### src/logic/fpp_pkg.sv
/*
 Package for the five-pin port: register indices, bit masks, reset values,
 and the carrier structs shared by the port top and its pin synchroniser.
 Assumes a single 100 MHz clock domain and a plain register port.
*/
`default_nettype none
package fpp_pkg;
    localparam logic [3:0] PIN_LEVEL_IDX = 4'h0;
    localparam logic [3:0] OUTPUT_LATCH_IDX = 4'h1;
    localparam logic [3:0] DIRECTION_IDX = 4'h2;
    localparam logic [3:0] PORT_CONFIG_IDX = 4'h3;
    localparam logic [3:0] ALT_CTRL_IDX = 4'h4;
    localparam logic [7:0] IMPL_MASK = 8'h2F;
    localparam logic [7:0] DIRECTION_RST = 8'h2F;
    localparam logic [7:0] LATCH_RST = 8'h00;
    localparam logic [3:0] PORT_CONFIG_RST = 4'h0;
    localparam logic [3:0] ALT_CTRL_RST = 4'h0;
    localparam int REF_OUT_BIT = 0;
    localparam int CMP2_ROUTE_BIT = 1;
    localparam int SSEL_USE_BIT = 2;
    localparam int CLKOUT_MODE_BIT = 3;
    localparam int REF_PIN = 2;
    localparam int CMP2_PIN = 5;
    localparam logic [1:0] CYCLE_DIV_LAST = 2'h1;
    localparam int SYNC_STAGES = 3;

    typedef struct packed {
        logic [3:0] addr;
        logic [7:0] wdata;
        logic wr;
        logic rd;
    } fpp_req_t;

    typedef struct packed {
        logic [7:0] pinOut;
        logic [7:0] pinOe;
        logic [7:0] rdata;
        logic [7:0] analogSel;
        logic serialSlaveSelectIn;
        logic cycleClockOut;
    } fpp_out_t;

    typedef struct packed {
        logic [7:0] latch;
        logic [7:0] direction;
        logic [3:0] portConfig;
        logic [3:0] altCtrl;
        logic [1:0] divCnt;
        logic cycleClk;
        fpp_out_t out;
    } fpp_state_t;

    typedef struct packed {
        logic [SYNC_STAGES-1:0] stage;
        logic level;
    } fpp_sync_t;
endpackage
`default_nettype wire

### src/logic/fpp_pin_sync.sv
/*
 Three-stage pin synchroniser with an agree filter: the clean level moves
 only when the second and third stages match.
 Assumes the pin is asynchronous to clock.
*/
`timescale 1ns/10ps
`default_nettype none
module fpp_pin_sync (
    input wire logic clock,
    input wire logic sys_rst,
    input wire logic pinIn,
    output logic level
);
    fpp_pkg::fpp_sync_t state_r;
    fpp_pkg::fpp_sync_t state_nxt;

    always_comb begin
        state_nxt = state_r;
        state_nxt.stage = {state_r.stage[1:0], pinIn};
        // Stage 0 feeds stage 1 only
        if (state_r.stage[1] == state_r.stage[2]) begin
            state_nxt.level = state_r.stage[2];
        end
    end

    always_ff @(posedge clock or posedge sys_rst) begin
        if (sys_rst) begin
            state_r <= '0;
        end else begin
            state_r <= state_nxt;
        end
    end

    assign level = state_r.level;
endmodule
`default_nettype wire

### src/logic/fpp_port.sv
/*
 Five-pin general-purpose port with direction, output latch and pin read,
 plus the alternate-function overrides on bits 2 and 5 and a cycle clock out.
 Assumes comparator, reference and converter logic live elsewhere; their enables are
 held here and only the second comparator hands in its result; pins are resolved outside from out/oe.
*/
// Implementation choices: the placing of the registers and the address-and-strobe port.
`timescale 1ns/10ps
`default_nettype none
module fpp_port (
    input wire logic clock,
    input wire logic sys_rst,
    input wire fpp_pkg::fpp_req_t req,
    input wire logic [7:0] pinIn,
    input wire logic secondComparatorResult,
    output logic [7:0] rdata,
    output logic [7:0] pinOut,
    output logic [7:0] pinOe,
    output logic [7:0] analogSel,
    output logic serialSlaveSelectIn,
    output logic cycleClockOut
);
    fpp_pkg::fpp_state_t state_r;
    fpp_pkg::fpp_state_t state_nxt;
    logic [7:0] pinLevel;

    genvar g;
    generate
        for (g = 0; g < 8; g++) begin : gSync
            fpp_pin_sync uSync (
                .clock(clock),
                .sys_rst(sys_rst),
                .pinIn(pinIn[g]),
                .level(pinLevel[g])
            );
        end
    endgenerate

    // Analog map per configuration code; higher codes free more pins
    function automatic logic [7:0] analogMap(input logic [3:0] cfg);
        logic [7:0] m;
        m = 8'h00;
        if (cfg <= 4'hA) begin
            m[5] = 1'b1;
        end
        if (cfg <= 4'hB) begin
            m[3] = 1'b1;
        end
        if (cfg <= 4'hC) begin
            m[2] = 1'b1;
        end
        if (cfg <= 4'hD) begin
            m[1] = 1'b1;
        end
        if (cfg <= 4'hE) begin
            m[0] = 1'b1;
        end
        return m & fpp_pkg::IMPL_MASK;
    endfunction

    always_comb begin
        logic [7:0] ana;
        logic [7:0] oe;
        logic [7:0] dout;
        logic [7:0] din;
        logic refOn;
        ana = 8'h00;
        oe = 8'h00;
        dout = 8'h00;
        din = 8'h00;
        refOn = 1'b0;
        state_nxt = state_r;

        if (req.wr) begin
            unique case (req.addr)
                fpp_pkg::PIN_LEVEL_IDX,
                fpp_pkg::OUTPUT_LATCH_IDX: begin
                    state_nxt.latch = req.wdata & fpp_pkg::IMPL_MASK;
                end
                fpp_pkg::DIRECTION_IDX: begin
                    state_nxt.direction = req.wdata & fpp_pkg::IMPL_MASK;
                end
                fpp_pkg::PORT_CONFIG_IDX: begin
                    state_nxt.portConfig = req.wdata[3:0];
                end
                fpp_pkg::ALT_CTRL_IDX: begin
                    state_nxt.altCtrl = req.wdata[3:0];
                end
                default: begin
                end
            endcase
        end

        ana = analogMap(state_nxt.portConfig);
        refOn = state_nxt.altCtrl[fpp_pkg::REF_OUT_BIT];

        oe = ~state_nxt.direction & fpp_pkg::IMPL_MASK;
        dout = state_nxt.latch;
        if (state_nxt.altCtrl[fpp_pkg::CMP2_ROUTE_BIT]) begin
            dout[fpp_pkg::CMP2_PIN] = secondComparatorResult;
        end
        if (refOn) begin
            oe[fpp_pkg::REF_PIN] = 1'b0;
        end

        // input gated by analog
        // Driven pins read back their own level, so no direction gating
        din = pinLevel & ~ana & fpp_pkg::IMPL_MASK;
        if (refOn) begin
            din[fpp_pkg::REF_PIN] = 1'b0;
        end

        if (state_r.divCnt == fpp_pkg::CYCLE_DIV_LAST) begin
            state_nxt.divCnt = 2'h0;
            state_nxt.cycleClk = ~state_r.cycleClk;
        end else begin
            state_nxt.divCnt = state_r.divCnt + 2'h1;
        end

        state_nxt.out.pinOut = dout & oe;
        state_nxt.out.pinOe = oe;
        state_nxt.out.analogSel = ana;
        state_nxt.out.serialSlaveSelectIn = state_r.altCtrl[fpp_pkg::SSEL_USE_BIT]
            ? (pinLevel[fpp_pkg::CMP2_PIN] | ~state_r.direction[fpp_pkg::CMP2_PIN]) : 1'b1;
        state_nxt.out.cycleClockOut = state_r.altCtrl[fpp_pkg::CLKOUT_MODE_BIT] & state_nxt.cycleClk;

        state_nxt.out.rdata = 8'h00;
        if (req.rd) begin
            unique case (req.addr)
                fpp_pkg::PIN_LEVEL_IDX: begin
                    state_nxt.out.rdata = din;
                end
                fpp_pkg::OUTPUT_LATCH_IDX: begin
                    state_nxt.out.rdata = state_r.latch;
                end
                fpp_pkg::DIRECTION_IDX: begin
                    state_nxt.out.rdata = state_r.direction;
                end
                fpp_pkg::PORT_CONFIG_IDX: begin
                    state_nxt.out.rdata = {4'h0, state_r.portConfig};
                end
                fpp_pkg::ALT_CTRL_IDX: begin
                    state_nxt.out.rdata = {4'h0, state_r.altCtrl};
                end
                default: begin
                    state_nxt.out.rdata = 8'h00;
                end
            endcase
        end
    end

    always_ff @(posedge clock or posedge sys_rst) begin
        if (sys_rst) begin
            state_r.latch <= fpp_pkg::LATCH_RST;
            state_r.direction <= fpp_pkg::DIRECTION_RST;
            state_r.portConfig <= fpp_pkg::PORT_CONFIG_RST;
            state_r.altCtrl <= fpp_pkg::ALT_CTRL_RST;
            state_r.divCnt <= 2'h0;
            state_r.cycleClk <= 1'b0;
            state_r.out.pinOut <= 8'h00;
            state_r.out.pinOe <= 8'h00;
            state_r.out.rdata <= 8'h00;
            state_r.out.analogSel <= fpp_pkg::IMPL_MASK;
            state_r.out.serialSlaveSelectIn <= 1'b1;
            state_r.out.cycleClockOut <= 1'b0;
        end else begin
            state_r <= state_nxt;
        end
    end

    assign rdata = state_r.out.rdata;
    assign pinOut = state_r.out.pinOut;
    assign pinOe = state_r.out.pinOe;
    assign analogSel = state_r.out.analogSel;
    assign serialSlaveSelectIn = state_r.out.serialSlaveSelectIn;
    assign cycleClockOut = state_r.out.cycleClockOut;
endmodule
`default_nettype wire

### config.mk
export PLATFORM = sky130hd
export DESIGN_NAME = fpp_port
export DESIGN_NICKNAME = d
export VERILOG_FILES = /design/src/logic/fpp_pkg.sv /design/src/logic/fpp_pin_sync.sv /design/src/logic/fpp_port.sv
export SDC_FILE = /design/constraint.sdc
export NUM_CORES = 1
export LEC_CHECK = 0
export ABC_AREA = 1
export BUFFER_PORTS_ARGS = -buffer_cell sky130_fd_sc_hd__buf_2
export CAP_MARGIN = 20
export CORE_AREA = 10 10 91 77
export DETAILED_ROUTE_END_ITERATION = 10
export DIE_AREA = 0 0 101 87
export HOLD_SLACK_MARGIN = 0.02
export MAX_ROUTING_LAYER = met4
export PLACE_DENSITY = 0.88
export SETUP_SLACK_MARGIN = 0.02
export SKIP_CTS_REPAIR_TIMING = 1
export SLEW_MARGIN = 40
export SYNTH_ARGS = -nofsm -noshare
export SYNTH_HDL_FRONTEND = slang
export SYNTH_SLANG_ARGS = --single-unit
### constraint.sdc
create_clock -name clock -period 2.2 [get_ports clock]
set_input_delay 0.44 -clock clock [delete_from_list [all_inputs] [get_ports clock]]
set_output_delay 0.44 -clock clock [all_outputs]
set_load 0.005 [all_outputs]
## Yosys cells after proc, flatten, opt, wreduce, memory -nomap -nowiden

Index checks and enable logic that the tools add are counted.

- Bits in registers: 79
- Input bits: 25
- Output and inout bits: 34

- Add/subtract/negate cells: 1
- Magnitude comparators: 5
- Equal/unequal tests: 11
- Multiplexer cells: 18
- Bitwise logic cells: 8
- Reduce and logical (&&, ||, !) cells: 3

Operator list:

| cell | count |
|---|---|
| $pmux 8 s5 | 1 |
| $mux 24 | 1 |
| $mux 8 | 3 |
| $le 4x4->1 const B | 5 |
| $not 6->6 | 2 |
| $mux 1 | 10 |
| $and 8x6->8 | 1 |
| $eq 4x2->1 const B | 2 |
| $mux 4 | 2 |
| $and 6x6->6 | 1 |
| $eq 1x1->1 | 6 |
| $eq 4x1->1 const B | 1 |
| $eq 4x3->1 const B | 1 |
| $logic_not 4->1 | 1 |
| $add 2x1->2 const B | 1 |
| $eq 2x1->1 const B | 1 |
| $mux 2 | 1 |
| $not 1->1 | 2 |
| $reduce_and 2->1 | 1 |
| $reduce_or 2->1 | 1 |
| $and 1x1->1 | 1 |
| $or 1x1->1 | 1 |

## Depth between registers and ports, before layout

- Depth after elaboration: 11
- Gate-level depth with buffers: 9

## By module

A second synthesis with hierarchy kept.

- Cell total of the unflattened synthesis: 281
- Area total of the unflattened synthesis: 2770.2 µm²

Modules (own cells, without submodules):

| module | instances | cells each | area each (µm²) |
|---|---|---|---|
| fpp_port | 1 | 236 | 2169.6 |
| fpp_pin_sync | 5 | 9 | 120.1 |

## Worst setup path after synthesis

Ideal clock, no wire load.

- Path kind: input -> register
- Start: in req[12] (netlist name)
- End: reg, netlist name pinOut[3]
- Setup time: 119 ps
- Data arrival time: 1256 ps
- Required time: 2081 ps
- Slack: 825 ps
- Cell stages on the path: 8
- Path through: nor2_4 -> buf_6 -> nand4_2 -> buf_6 -> nand2_1 -> o21a_4 -> inv_2 -> and2_1

RTL lines:

| what | line | RTL |
|---|---|---|
| start: declaration | fpp_port.sv:13 | `input wire fpp_pkg::fpp_req_t req,` |

==> reports/metrics.yaml <==
detailed_routing:
  first_pass_iters: 4
  routed_via_density: 4.68
  vias: 1672
  drt_wl_total_um: 4910
  route.detailed.drc: 0
  wl_per_cell_um: 13.8
  drt_iter0_drc: 95
  ant_nets: 0
timing:
  hold_viol_final: 0
  period_needed_ns: 1.43
  period_share: 0.652
  tns_ns: 0
  max_freq_mhz: 697
  setup_ws_ns: 0.765
  setup_viol: 0
  rsz0062_at_grt: "no"
  slew_viol_final: 0
  clock_skew_ns: 0.00534
power_and_ir_drop:
  pwr-share-clk: 0.357
  power_w: 0.00277
  irDropWorstVdd_v: 0.000574
  p_int_w: 0.00208
  switching_share: 0.251
  powerDensity_nw_per_um2: 913
  seq_power_share: 0.509
  netSwitchingPower_w: 0.000695
  p_leak_nw: 1.54
  p_comb_frac: 0.134
grt:
  grt_max_degree: 66
  track_usage: 0.123
  grt_pass1_vias: 1727
  antenna_found_initial: 0
  overflow: 0
  grt_pass1_wl_um: 8250
clocking:
  cts_tree: "yes"
  cts-htree-levels: 3
  clk_pin_slew_ns: 0.07
  numCtsBuffers: 9
  root_buffer: "clkbuf_8"
  cts_sinks: 65
  cts_max_path_buffers: 2
  worstSkewPairLatency_ns: 0.33
final_layout:
  fill_cells: 462
  drive_gt1_frac: 0.332
  final_cell_count_no_fill: 357
  layout_commonest_cell: "dfrtp_1"
  final_cell_mix: "dfrtp_1, buf_2, nand2_1, inv_1, nor2_1"
  fin_util: 0.578
  diodes: 0
  areaGrowthSynthToFinish_pct: 9.96
  nets: 312
floorplanning:
  io-pin-count: 59
  start_util: 0.526
  row_count: 24
  fp.dieH_um: 87
  core_area_sq_um: 5260
  dieArea_sq_um: 8790
  die_w_um: 101
synth:
  syn_avg_cell_area_sq_um: 10.7
  yosys_warnings: 0
  yosysUniqueCellTypes: 36
  synth_edf_count: 0
  synthArstFlopShare: 1.00
  synth-seq-cells: 65
  syn_inst: 259
  ys_seq_area_frac: 0.594
  syn_area_sq_um: 2760
  synth_ff_type: "dfrtp_1"
job:
  maxCapViolations: 0
placement:
  dp_cells: 341
  hpwlAfterDp_um: 3610
  dp_slack_ns: 0.421
  portBuffers: 41
  place_congestion: 0.827
setup_path:
  path_cells: "buf_2 > nor2_4 > nand4_2 > nand2_1 > o21a_4 > inv_2 > and2_1"
  critPathMaxStageDelay_ns: 0.34
  critPathLaunchType: "input port"
  cp.required_ns: 2.42
  crit_fanout: 11
  crit_type: "input port to register"
  cp.arrival_ns: 1.65
  slowest_stage: "nand4_2"
  setup.worst_path.end_class: "register"
outcome:
  status: "completed"
worst_hold_path:
  holdCritPathClass: "input port to async pin"
[per-stage QoR]
step / area (sq um) / hold slack (ns)
after CTS: 3040 / 0.165
after floorplan: 2800 / 0.331
after global placement: 2840 / 0.333
after detailed placement: 2840 / 0.336
after global routing: 3040 / 0.181
final: 3040 / 0.160
[worst max-delay path, delay by kind of cell]
family,cells,cell delay [ns]
buf+inv,2,0.16
compound gates,1,0.14
simple gates,4,0.90
[Yosys cell counts (4+ instances only)]
cell,number,area (sq um)
nand3_1,11,55.1
dfrtp_1,54,1350
dfstp_2,11,289
o21ai_1,5,25.0
inv_2,4,15.0
a21oi_1,4,20.0
o21ai_0,7,35.0
nor2_1,13,48.8
inv_1,34,128
nand2_1,37,139
buf_4,32,240
o22ai_1,4,25.0
maj3_1,5,50.1
[final timing paths]
path                                             start                          end  slack (ns)  cells past startpoint
min in group clock                            pinIn[2]  gSync[2].uSync.state_nxt[2]        0.21                      1
max                                            req[12]                    pinOut[3]        0.77                      7
max in group asynchronous                      sys_rst                 analogSel[5]        1.71                      3
min reg2reg                gSync[3].uSync.state_nxt[2]  gSync[3].uSync.state_nxt[3]        0.35                      0
max reg2reg                                state_r[42]                     rdata[0]        1.14                      6
min                                            sys_rst  gSync[3].uSync.state_nxt[3]        0.16                      3
[flip-flops by register name (all words and copies together), names as in the netlist, named ones only]
name,flops
analogSel,5
cycleClockOut,1
gSync.uSync.level,5
gSync.uSync.state_nxt,10
gSync.uSync.state_r,5
pinOe,5
pinOut,5
rdata,6
serialSlaveSelectIn,1
state_r,21
[cells by family after synthesis]
logic type | count (synthesis) | synth area share
simple gates | 83 | 0.159
buf+inv | 75 | 0.154
flops | 65 | 0.594
compound gates | 29 | 0.0711
fa+ha+maj | 5 | 0.0181
xor+xnor | 1 | 0.00317
other cells | 1 | 0.00136
[routing by layer]
layer / part of all wire / GRT usage / vias to the layer above / wire [um]
met4: 0.0075 / 0.0392 / 0 / 37
met3: 0.071 / 0.0603 / 5 / 348
met5: 0 / - / - / 0
met2: 0.49 / 0.185 / 45 / 2410
met1: 0.43 / 0.142 / 800 / 2110
li1: - / - / 822 / -
[power by group through the flow]
stage / Clock [W] / Combinational (W) / Sequential [W]
floorplan: 0 / 0.000327 / 0.00142
global placement: 0 / 0.000363 / 0.00143
detailed placement: 0 / 0.000376 / 0.00143
CTS: 0.00102 / 0.000379 / 0.00141
global route: 0.00108 / 0.000427 / 0.00143
finish: 0.000990 / 0.000372 / 0.00141
[final cells by class]
type                    instances  area (sq um)  share of cell area
multi-input cells             129           734               0.242
inverters                      40           158              0.0519
repair buffers                 42           225              0.0741
flip-flops and latches         65          1640               0.540
clock inverters                 3          40.0              0.0132
clock buffers                  13           159              0.0523
well taps                      65          81.3              0.0268
No activity file was read; power rests on OpenSTA's default activity.
